<file path="src/hdl/cig_regs.vh">
// Purpose: register map, field positions and limits of the can
//          interrupt enable and gating block
// Assumes: word-aligned 32-bit registers on an ahb-lite bus
// Notes:   definitions only
`ifndef CIG_REGS_VH
`define CIG_REGS_VH

////////////////////////////////////////////////////////////////////////
// byte offsets
`define CIG_OFS_MSTS 8'h04
`define CIG_OFS_TSTS 8'h08
`define CIG_OFS_RXF0 8'h0C
`define CIG_OFS_RXF1 8'h10
`define CIG_OFS_INTEN 8'h14
`define CIG_OFS_ERRS 8'h18
`define CIG_ADDR_W 8

////////////////////////////////////////////////////////////////////////
// interrupt enable fields
`define CIG_INTEN_RST 32'h00000000
`define CIG_INTEN_MASK 32'h00038F7F
`define CIG_EN_TXE 0
`define CIG_EN_RX0P 1
`define CIG_EN_RX0F 2
`define CIG_EN_RX0O 3
`define CIG_EN_RX1P 4
`define CIG_EN_RX1F 5
`define CIG_EN_RX1O 6
`define CIG_EN_WARN 8
`define CIG_EN_PASV 9
`define CIG_EN_BOFF 10
`define CIG_EN_LEC 11
`define CIG_EN_ERR 15
`define CIG_EN_WAKE 16
`define CIG_EN_DOZE 17

////////////////////////////////////////////////////////////////////////
// status fields
`define CIG_MSTS_FAULT 2
`define CIG_MSTS_WAKE 3
`define CIG_MSTS_DOZE 4
`define CIG_RXF_CNT_LO 0
`define CIG_RXF_FULL 3
`define CIG_RXF_OVR 4
`define CIG_ERRS_WARN 0
`define CIG_ERRS_PASV 1
`define CIG_ERRS_BOFF 2
`define CIG_ERRS_LEC_LO 4
`define CIG_ERRS_TXC_LO 16
`define CIG_ERRS_RXC_LO 24

////////////////////////////////////////////////////////////////////////
// limits
`define CIG_FIFO_FULL_CNT 2'h3
`define CIG_LEC_RST 3'h0
`define CIG_RDATA_RST 32'h00000000
`define CIG_WARN_LIMIT 9'h060
`define CIG_PASV_LIMIT 9'h07F
`define CIG_BOFF_LIMIT 9'h0FF
`define CIG_HTRANS_NONSEQ 2'h2
`define CIG_HTRANS_SEQ 2'h3

`endif

</file>
<file path="src/hdl/cig_top.v">
// Purpose: interrupt enable register and gating for a can controller
// Assumes: status inputs come from logic on hclk; ahb-lite single slave
// Notes:   zero wait state slave, response always okay
`timescale 1ns/1ps
`include "cig_regs.vh"

module cig_top #(
  parameter CNT_W = 2,
  parameter TXMB_N = 3
) (
  input wire hclk,
  input wire hresetn,
  input wire hsel,
  input wire [31:0] haddr,
  input wire [1:0] htrans,
  input wire hwrite,
  input wire [2:0] hsize,
  input wire [31:0] hwdata,
  input wire hready,
  output wire hreadyout,
  output wire hresp,
  output reg [31:0] hrdata,
  input wire [TXMB_N-1:0] tx_request_done,
  input wire [CNT_W-1:0] rx0_msg_count,
  input wire rx0_msg_arrive,
  input wire [CNT_W-1:0] rx1_msg_count,
  input wire rx1_msg_arrive,
  input wire [8:0] tx_fault_counter,
  input wire [7:0] rx_fault_counter,
  input wire [2:0] last_fault_code,
  input wire last_code_update,
  input wire wake_event,
  input wire doze_ack_event,
  output reg irq_tx,
  output reg irq_rx0,
  output reg irq_rx1,
  output reg irq_err,
  output reg irq_wake,
  output reg irq_doze,
  output wire warning_state,
  output wire passive_state,
  output wire busoff_state
);

  ////////////////////////////////////////////////////////////////////
  // ahb-lite address phase capture
  reg wr_pend_r;
  reg [`CIG_ADDR_W-1:0] wr_addr_r;
  reg [31:0] inten_r;
  reg [31:0] inten_nxt;
  reg [31:0] rdata_nxt;
  wire addr_ok;
  wire rd_req;
  wire wr_req;
  wire [`CIG_ADDR_W-1:0] a_addr;

  assign hreadyout = 1'b1;
  assign hresp = 1'b0;
  assign a_addr = haddr[`CIG_ADDR_W-1:0];
  assign addr_ok = hsel && hready &&
    (htrans == `CIG_HTRANS_NONSEQ || htrans == `CIG_HTRANS_SEQ);
  assign rd_req = addr_ok && !hwrite;
  assign wr_req = addr_ok && hwrite;

  always @(posedge hclk or negedge hresetn) begin
    if (!hresetn) begin
      wr_pend_r <= 1'b0;
      wr_addr_r <= {`CIG_ADDR_W{1'b0}};
    end else begin
      wr_pend_r <= wr_req;
      if (wr_req) begin
        wr_addr_r <= a_addr;
      end
    end
  end

  // one-cycle write strobes decoded in the data phase
  wire wr_msts;
  wire wr_rxf0;
  wire wr_rxf1;
  wire wr_inten;

  assign wr_msts = wr_pend_r && (wr_addr_r == `CIG_OFS_MSTS);
  assign wr_rxf0 = wr_pend_r && (wr_addr_r == `CIG_OFS_RXF0);
  assign wr_rxf1 = wr_pend_r && (wr_addr_r == `CIG_OFS_RXF1);
  assign wr_inten = wr_pend_r && (wr_addr_r == `CIG_OFS_INTEN);

  ////////////////////////////////////////////////////////////////////
  // interrupt enable register
  always @* begin
    inten_nxt = inten_r;
    if (wr_inten) begin
      inten_nxt = hwdata & `CIG_INTEN_MASK;
    end
  end

  always @(posedge hclk or negedge hresetn) begin
    if (!hresetn) begin
      inten_r <= `CIG_INTEN_RST;
    end else begin
      inten_r <= inten_nxt;
    end
  end

  ////////////////////////////////////////////////////////////////////
  // error state derived from the fault counters
  wire [8:0] rx_cnt_ext;

  assign rx_cnt_ext = {1'b0, rx_fault_counter};
  assign warning_state = (tx_fault_counter >= `CIG_WARN_LIMIT) ||
    (rx_cnt_ext >= `CIG_WARN_LIMIT);
  assign passive_state = (tx_fault_counter >= `CIG_PASV_LIMIT) ||
    (rx_cnt_ext >= `CIG_PASV_LIMIT);
  assign busoff_state = (tx_fault_counter > `CIG_BOFF_LIMIT);

  ////////////////////////////////////////////////////////////////////
  // receive fifo full and overrun flags
  wire rx0_full;
  wire rx0_overrun;
  wire rx1_full;
  wire rx1_overrun;
  wire rx0_at_full;
  wire rx1_at_full;

  assign rx0_at_full = (rx0_msg_count == `CIG_FIFO_FULL_CNT);
  assign rx1_at_full = (rx1_msg_count == `CIG_FIFO_FULL_CNT);

  cig_sticky u_rx0_full (
    .hclk(hclk),
    .hresetn(hresetn),
    .set(rx0_at_full),
    .clr(wr_rxf0 && hwdata[`CIG_RXF_FULL]),
    .flag_r(rx0_full)
  );

  cig_sticky u_rx0_ovr (
    .hclk(hclk),
    .hresetn(hresetn),
    .set(rx0_at_full && rx0_msg_arrive),
    .clr(wr_rxf0 && hwdata[`CIG_RXF_OVR]),
    .flag_r(rx0_overrun)
  );

  cig_sticky u_rx1_full (
    .hclk(hclk),
    .hresetn(hresetn),
    .set(rx1_at_full),
    .clr(wr_rxf1 && hwdata[`CIG_RXF_FULL]),
    .flag_r(rx1_full)
  );

  cig_sticky u_rx1_ovr (
    .hclk(hclk),
    .hresetn(hresetn),
    .set(rx1_at_full && rx1_msg_arrive),
    .clr(wr_rxf1 && hwdata[`CIG_RXF_OVR]),
    .flag_r(rx1_overrun)
  );

  ////////////////////////////////////////////////////////////////////
  // error interrupt flag
  wire fault_set;
  wire fault_irq_flag;
  reg [2:0] lec_r;

  assign fault_set =
    (warning_state && inten_r[`CIG_EN_WARN]) ||
    (passive_state && inten_r[`CIG_EN_PASV]) ||
    (busoff_state && inten_r[`CIG_EN_BOFF]) ||
    (last_code_update && inten_r[`CIG_EN_LEC]);

  cig_sticky u_fault (
    .hclk(hclk),
    .hresetn(hresetn),
    .set(fault_set),
    .clr(wr_msts && hwdata[`CIG_MSTS_FAULT]),
    .flag_r(fault_irq_flag)
  );

  // last error code as recorded by the update strobe
  always @(posedge hclk or negedge hresetn) begin
    if (!hresetn) begin
      lec_r <= `CIG_LEC_RST;
    end else if (last_code_update) begin
      lec_r <= last_fault_code;
    end
  end

  ////////////////////////////////////////////////////////////////////
  // gated requests, registered levels
  wire tx_req_nxt;
  wire rx0_req_nxt;
  wire rx1_req_nxt;
  wire err_req_nxt;
  wire wake_req_nxt;
  wire doze_req_nxt;

  assign tx_req_nxt = (|tx_request_done) && inten_r[`CIG_EN_TXE];
  assign rx0_req_nxt =
    ((|rx0_msg_count) && inten_r[`CIG_EN_RX0P]) ||
    (rx0_full && inten_r[`CIG_EN_RX0F]) ||
    (rx0_overrun && inten_r[`CIG_EN_RX0O]);
  assign rx1_req_nxt =
    ((|rx1_msg_count) && inten_r[`CIG_EN_RX1P]) ||
    (rx1_full && inten_r[`CIG_EN_RX1F]) ||
    (rx1_overrun && inten_r[`CIG_EN_RX1O]);
  // the flag drives the request, so it holds until software clears it
  assign err_req_nxt = fault_irq_flag && inten_r[`CIG_EN_ERR];
  assign wake_req_nxt = wake_event && inten_r[`CIG_EN_WAKE];
  assign doze_req_nxt = doze_ack_event && inten_r[`CIG_EN_DOZE];

  always @(posedge hclk or negedge hresetn) begin
    if (!hresetn) begin
      irq_tx <= 1'b0;
      irq_rx0 <= 1'b0;
      irq_rx1 <= 1'b0;
      irq_err <= 1'b0;
      irq_wake <= 1'b0;
      irq_doze <= 1'b0;
    end else begin
      irq_tx <= tx_req_nxt;
      irq_rx0 <= rx0_req_nxt;
      irq_rx1 <= rx1_req_nxt;
      irq_err <= err_req_nxt;
      irq_wake <= wake_req_nxt;
      irq_doze <= doze_req_nxt;
    end
  end

  ////////////////////////////////////////////////////////////////////
  // read mux, sampled in the address phase
  always @* begin
    rdata_nxt = 32'h00000000;
    case (a_addr)
      `CIG_OFS_MSTS: begin
        rdata_nxt[`CIG_MSTS_FAULT] = fault_irq_flag;
        rdata_nxt[`CIG_MSTS_WAKE] = wake_event;
        rdata_nxt[`CIG_MSTS_DOZE] = doze_ack_event;
      end
      `CIG_OFS_TSTS: begin
        rdata_nxt[TXMB_N-1:0] = tx_request_done;
      end
      `CIG_OFS_RXF0: begin
        rdata_nxt[CNT_W-1:0] = rx0_msg_count;
        rdata_nxt[`CIG_RXF_FULL] = rx0_full;
        rdata_nxt[`CIG_RXF_OVR] = rx0_overrun;
      end
      `CIG_OFS_RXF1: begin
        rdata_nxt[CNT_W-1:0] = rx1_msg_count;
        rdata_nxt[`CIG_RXF_FULL] = rx1_full;
        rdata_nxt[`CIG_RXF_OVR] = rx1_overrun;
      end
      `CIG_OFS_INTEN: begin
        rdata_nxt = inten_r & `CIG_INTEN_MASK;
      end
      `CIG_OFS_ERRS: begin
        rdata_nxt[`CIG_ERRS_WARN] = warning_state;
        rdata_nxt[`CIG_ERRS_PASV] = passive_state;
        rdata_nxt[`CIG_ERRS_BOFF] = busoff_state;
        rdata_nxt[`CIG_ERRS_LEC_LO+2:`CIG_ERRS_LEC_LO] = lec_r;
        rdata_nxt[`CIG_ERRS_TXC_LO+7:`CIG_ERRS_TXC_LO] =
          tx_fault_counter[7:0];
        rdata_nxt[`CIG_ERRS_RXC_LO+7:`CIG_ERRS_RXC_LO] = rx_fault_counter;
      end
      default: begin
        rdata_nxt = 32'h00000000;
      end
    endcase
  end

  always @(posedge hclk or negedge hresetn) begin
    if (!hresetn) begin
      hrdata <= `CIG_RDATA_RST;
    end else if (rd_req) begin
      hrdata <= rdata_nxt;
    end
  end

endmodule // cig_top

</file>
<file path="src/hdl/cig_sticky.v">
// Purpose: one sticky status flag, hardware set, software clear
// Assumes: set and clear come from the hclk domain
// Notes:   a set in the clearing cycle wins
`timescale 1ns/1ps

module cig_sticky #(
  parameter RST_VAL = 1'b0
) (
  input wire hclk,
  input wire hresetn,
  input wire set,
  input wire clr,
  output reg flag_r
);

  reg flag_nxt;

  always @* begin
    flag_nxt = flag_r;
    if (clr) begin
      flag_nxt = 1'b0;
    end
    if (set) begin
      flag_nxt = 1'b1;
    end
  end

  always @(posedge hclk or negedge hresetn) begin
    if (!hresetn) begin
      flag_r <= RST_VAL;
    end else begin
      flag_r <= flag_nxt;
    end
  end

endmodule // cig_sticky

</file>
<file path="config.mk">
export PLATFORM = sky130hd
export DESIGN_NAME = cig_top
export DESIGN_NICKNAME = d
export VERILOG_FILES = /design/src/hdl/cig_top.v /design/src/hdl/cig_sticky.v
export VERILOG_INCLUDE_DIRS = /design/src /design/src/hdl
export SDC_FILE = /design/constraint.sdc
export NUM_CORES = 1
export LEC_CHECK = 0
export CAP_MARGIN = 20
export CORE_ASPECT_RATIO = 1.1
export CORE_MARGIN = 2
export CORE_UTILIZATION = 67
export CTS_CLUSTER_DIAMETER = 120
export CTS_CLUSTER_SIZE = 16
export DETAILED_ROUTE_END_ITERATION = 10
export DONT_BUFFER_PORTS = 1
export GPL_TIMING_DRIVEN = 0
export PLACE_DENSITY_LB_ADDON = 0.3
export SYNTH_ARGS = -nofsm -noshare
export SYNTH_HDL_FRONTEND = slang
export SYNTH_HIERARCHICAL = 1
export SYNTH_SLANG_ARGS = --single-unit
</file>
<file path="constraint.sdc">
create_clock -name hclk -period 5.8 [get_ports hclk]
set_clock_uncertainty 0.1 [all_clocks]
set_input_delay 1.45 -clock hclk [delete_from_list [all_inputs] [get_ports hclk]]
set_output_delay 1.45 -clock hclk [all_outputs]
set_load 0.05 [all_outputs]
</file>
==> results.sh <==
export IMPL_status="complete, no violations"
export IMPL_crit_type="in2out"
export IMPL_final_core_util_pct=75.4
export IMPL_slew_viol_final=0
export IMPL_rows=25
export IMPL_drt_pass1_iterations=4
export IMPL_clock_sinks=65
export IMPL_drc=0
export IMPL_syn_avg_cell_area_um2=11.7
export IMPL_die_w_um=67.3
export IMPL_critPathSlowestCell="nand3_1"
export IMPL_worstMarginPinSlew_ps=776
export IMPL_fin_crit_ps=3850
export IMPL_crit_fanout=4
export IMPL_r2r_start="wr_addr_r[5]$_DFFE_PN0P_"
export IMPL_cp_startpoint="tx_fault_counter[8]"
export IMPL_vdd_ir_drop_max_uv=164
export IMPL_dp_cells=309
export IMPL_crit_chain="nor3_1 > nand3_1"
export IMPL_gr_total_overflow=0
export IMPL_numCtsBuffers=9
export IMPL_seq_area_frac_synth_pct=55.2
export IMPL_port_buffers=0
export IMPL_hold_buffers=0
export IMPL_viasPerCell=6.37
export IMPL_ys_warn_count=6
export IMPL_cts_resized=0
export IMPL_fmax_ghz=0.260
export IMPL_antenna_found_initial=0
export IMPL_syn_inst=251
export IMPL_cts_tree="built"
export IMPL_synth_seq_cells=65
export IMPL_p_total_w=0.000919
export IMPL_hp_start="wr_addr_r[6]$_DFFE_PN0P_"
export IMPL_track_usage_pct=29.1
export IMPL_dieArea_um2=4950
export IMPL_fin_nets=372
export IMPL_cpPeakStageDelay_ps=550
export IMPL_insertion_delay_ps=330
export IMPL_drive_above_1_share_pct=17.0
export IMPL_worst_ep_required_time_ps=4250
export IMPL_fin_setup_tns_ps=0
export IMPL_clock_root_buffer="clkbuf_8"
export IMPL_stdcell_count=325
export IMPL_start_util_pct=69.3
export IMPL_num_vias=2069
export IMPL_num_antenna_cells=0
export IMPL_postCtsSetupBuffers=0
export IMPL_setup_viol=0
export IMPL_slew_headroom_pct=48.1
export IMPL_coreArea_um2=4250
export IMPL_routed_wl_um=6880
export IMPL_grt_max_degree=66
export IMPL_synth_edff_count=0
export IMPL_grt_pass1_wl_um=10200
export IMPL_synth_async_sr_flop_share_pct=100
export IMPL_drt_initial_drc_count=214
export IMPL_num_io_pins=149
export IMPL_power_density_nw_per_um2=287
export IMPL_dieHeight_um=73.6
export IMPL_critPathLaunchType="input pin"
export IMPL_avgRoutedWirePerCell_um=21.2
export IMPL_crit_arrival_ps=2300
export IMPL_worstHoldPathType="reg2reg"
export IMPL_grt_pass1_vias=2057
export IMPL_period_share_pct=66.4
export IMPL_synth_area_um2=2950
export IMPL_gp_congestion=0.871
export IMPL_endpoint_kind="primary output"
export IMPL_p_leak_nw=1.46
export IMPL_yosys_most_used_dff="dfrtp_1"
export IMPL_path_delay_family="simple AND/OR/NAND/NOR gates"
export IMPL_finalHoldViolCount=0
export IMPL_dpl_hpwl_um=4960
export IMPL_path_buf_inv=0
export IMPL_htree_levels=3
export IMPL_synthDistinctLibCells=49
export IMPL_drv_cap=0
export IMPL_clk_pin_slew_worst_paths_ps=60
export IMPL_area_growth_pct=8.74
export IMPL_ant_nets=0
export IMPL_rsz0062_at_grt="false"
export IMPL_cts_max_path_buffers=2
==> logic make-up (layout without fill, tap and decap cells) <==
logic type,Yosys count,count (layout),share of synthesized area (%)
AOI/OAI and AO/OA,60,60,15.6
buffers and inverters,24,40,4.67
DFF,65,65,55.2
muxes,23,23,9.97
other,2,6,0.255
and+or+nand+nor,77,77,14.4
==> final timing paths <==
check	to	slack, ps	cells past startpoint
hold reg to reg	wr_addr_r[6]$_DFFE_PN0P_	370	2
max in group asynchronous	inten_r[2]$_DFFE_PN0P_	4800	0
hold / removal	wr_addr_r[6]$_DFFE_PN0P_	370	2
min in group asynchronous	hrdata[11]$_DFFE_PN0P_	710	0
setup / recovery	passive_state	1950	2
setup reg to reg	inten_r[6]$_DFFE_PN0P_	3400	6
==> cell type report <==
cell class	instances	area [um2]
well taps	54	67.6
flip-flops and latches	65	1630
plain buffers	17	111
clock buffers	14	163
inverters	7	26.3
clock inverters	2	12.5
fillers	295	1050
multi-input cells	166	1200
==> flip-flops by register name, summed over array words and instances (netlist names) <==
register	flops
irq_tx	1
irq_wake	1
irq_err	1
inten_r	14
irq_rx0	1
lec_r	3
wr_addr_r	8
u_rx0_ovr/flag_r	1
irq_rx1	1
u_rx1_ovr/flag_r	1
wr_pend_r	1
u_rx1_full/flag_r	1
u_rx0_full/flag_r	1
hrdata	28
irq_doze	1
u_fault/flag_r	1
==> where the power goes <==
group | switching [W] | internal [W]
registers | 0.0000348 | 0.000476
logic | 0.0000372 | 0.0000305
clock network | 0.000162 | 0.000178
total | 0.000234 | 0.000685
==> placed cells by master, fill, tap and decap left out, types with 3 or more instances in the layout <==
cell type	count
inv_1	6
a21o_1	5
a22o_1	21
a22oi_1	9
o21ai_0	8
dfrtp_1	65
nand2_1	34
nor2_1	3
mux2_4	10
nor3_1	3
a21oi_1	3
and4_1	3
nor2b_1	4
clkbuf_8	11
and3_1	4
clkbuf_1	11
buf_4	6
mux2_2	11
and2_1	7
nand3_1	3
conb_1	6
nand4_1	4
==> synthesized netlist by cell type, drive strengths merged, types with 2 or more instances <==
cell    number  area, um2
a21o         5       37.5
a21oi        3       15.0
a22o        21        184
a22oi        9       67.6
a31oi        2       12.5
and2         7       43.8
and3         4       25.0
and4         3       26.3
buf          9       81.3
clkbuf       8       30.0
conb         2       7.51
dfrtp       65       1630
inv          6       22.5
mux2        21        274
mux2i        2       20.0
nand2       34        128
nand3        3       15.0
nand4        4       25.0
nor2         3       11.3
nor2b        4       25.0
nor3         3       15.0
nor4b        2       30.0
o21ai        8       40.0
o31ai        2       15.0
==> stage by stage <==
step / worst slack (ps) / cell area, um2 / hold slack [ps]
floorplan: 2080 / 2960 / 338
global placement: 2020 / 3030 / 354
detailed placement: 1960 / 3030 / 362
CTS: 1960 / 3210 / 378
global route: 1940 / 3210 / 411
finish: 1950 / 3210 / 374
==> metal layers <==
metal	share of wire, %	wire (um)	global-route usage, %	up-vias
li1	-	-	-	940
met1	37	2580	34.3	1008
met2	50	3460	47.6	109
met3	10	717	11.2	12
met4	1.8	123	11.6	0
met5	0	0	0	-
(Power assumes the default switching activity.)
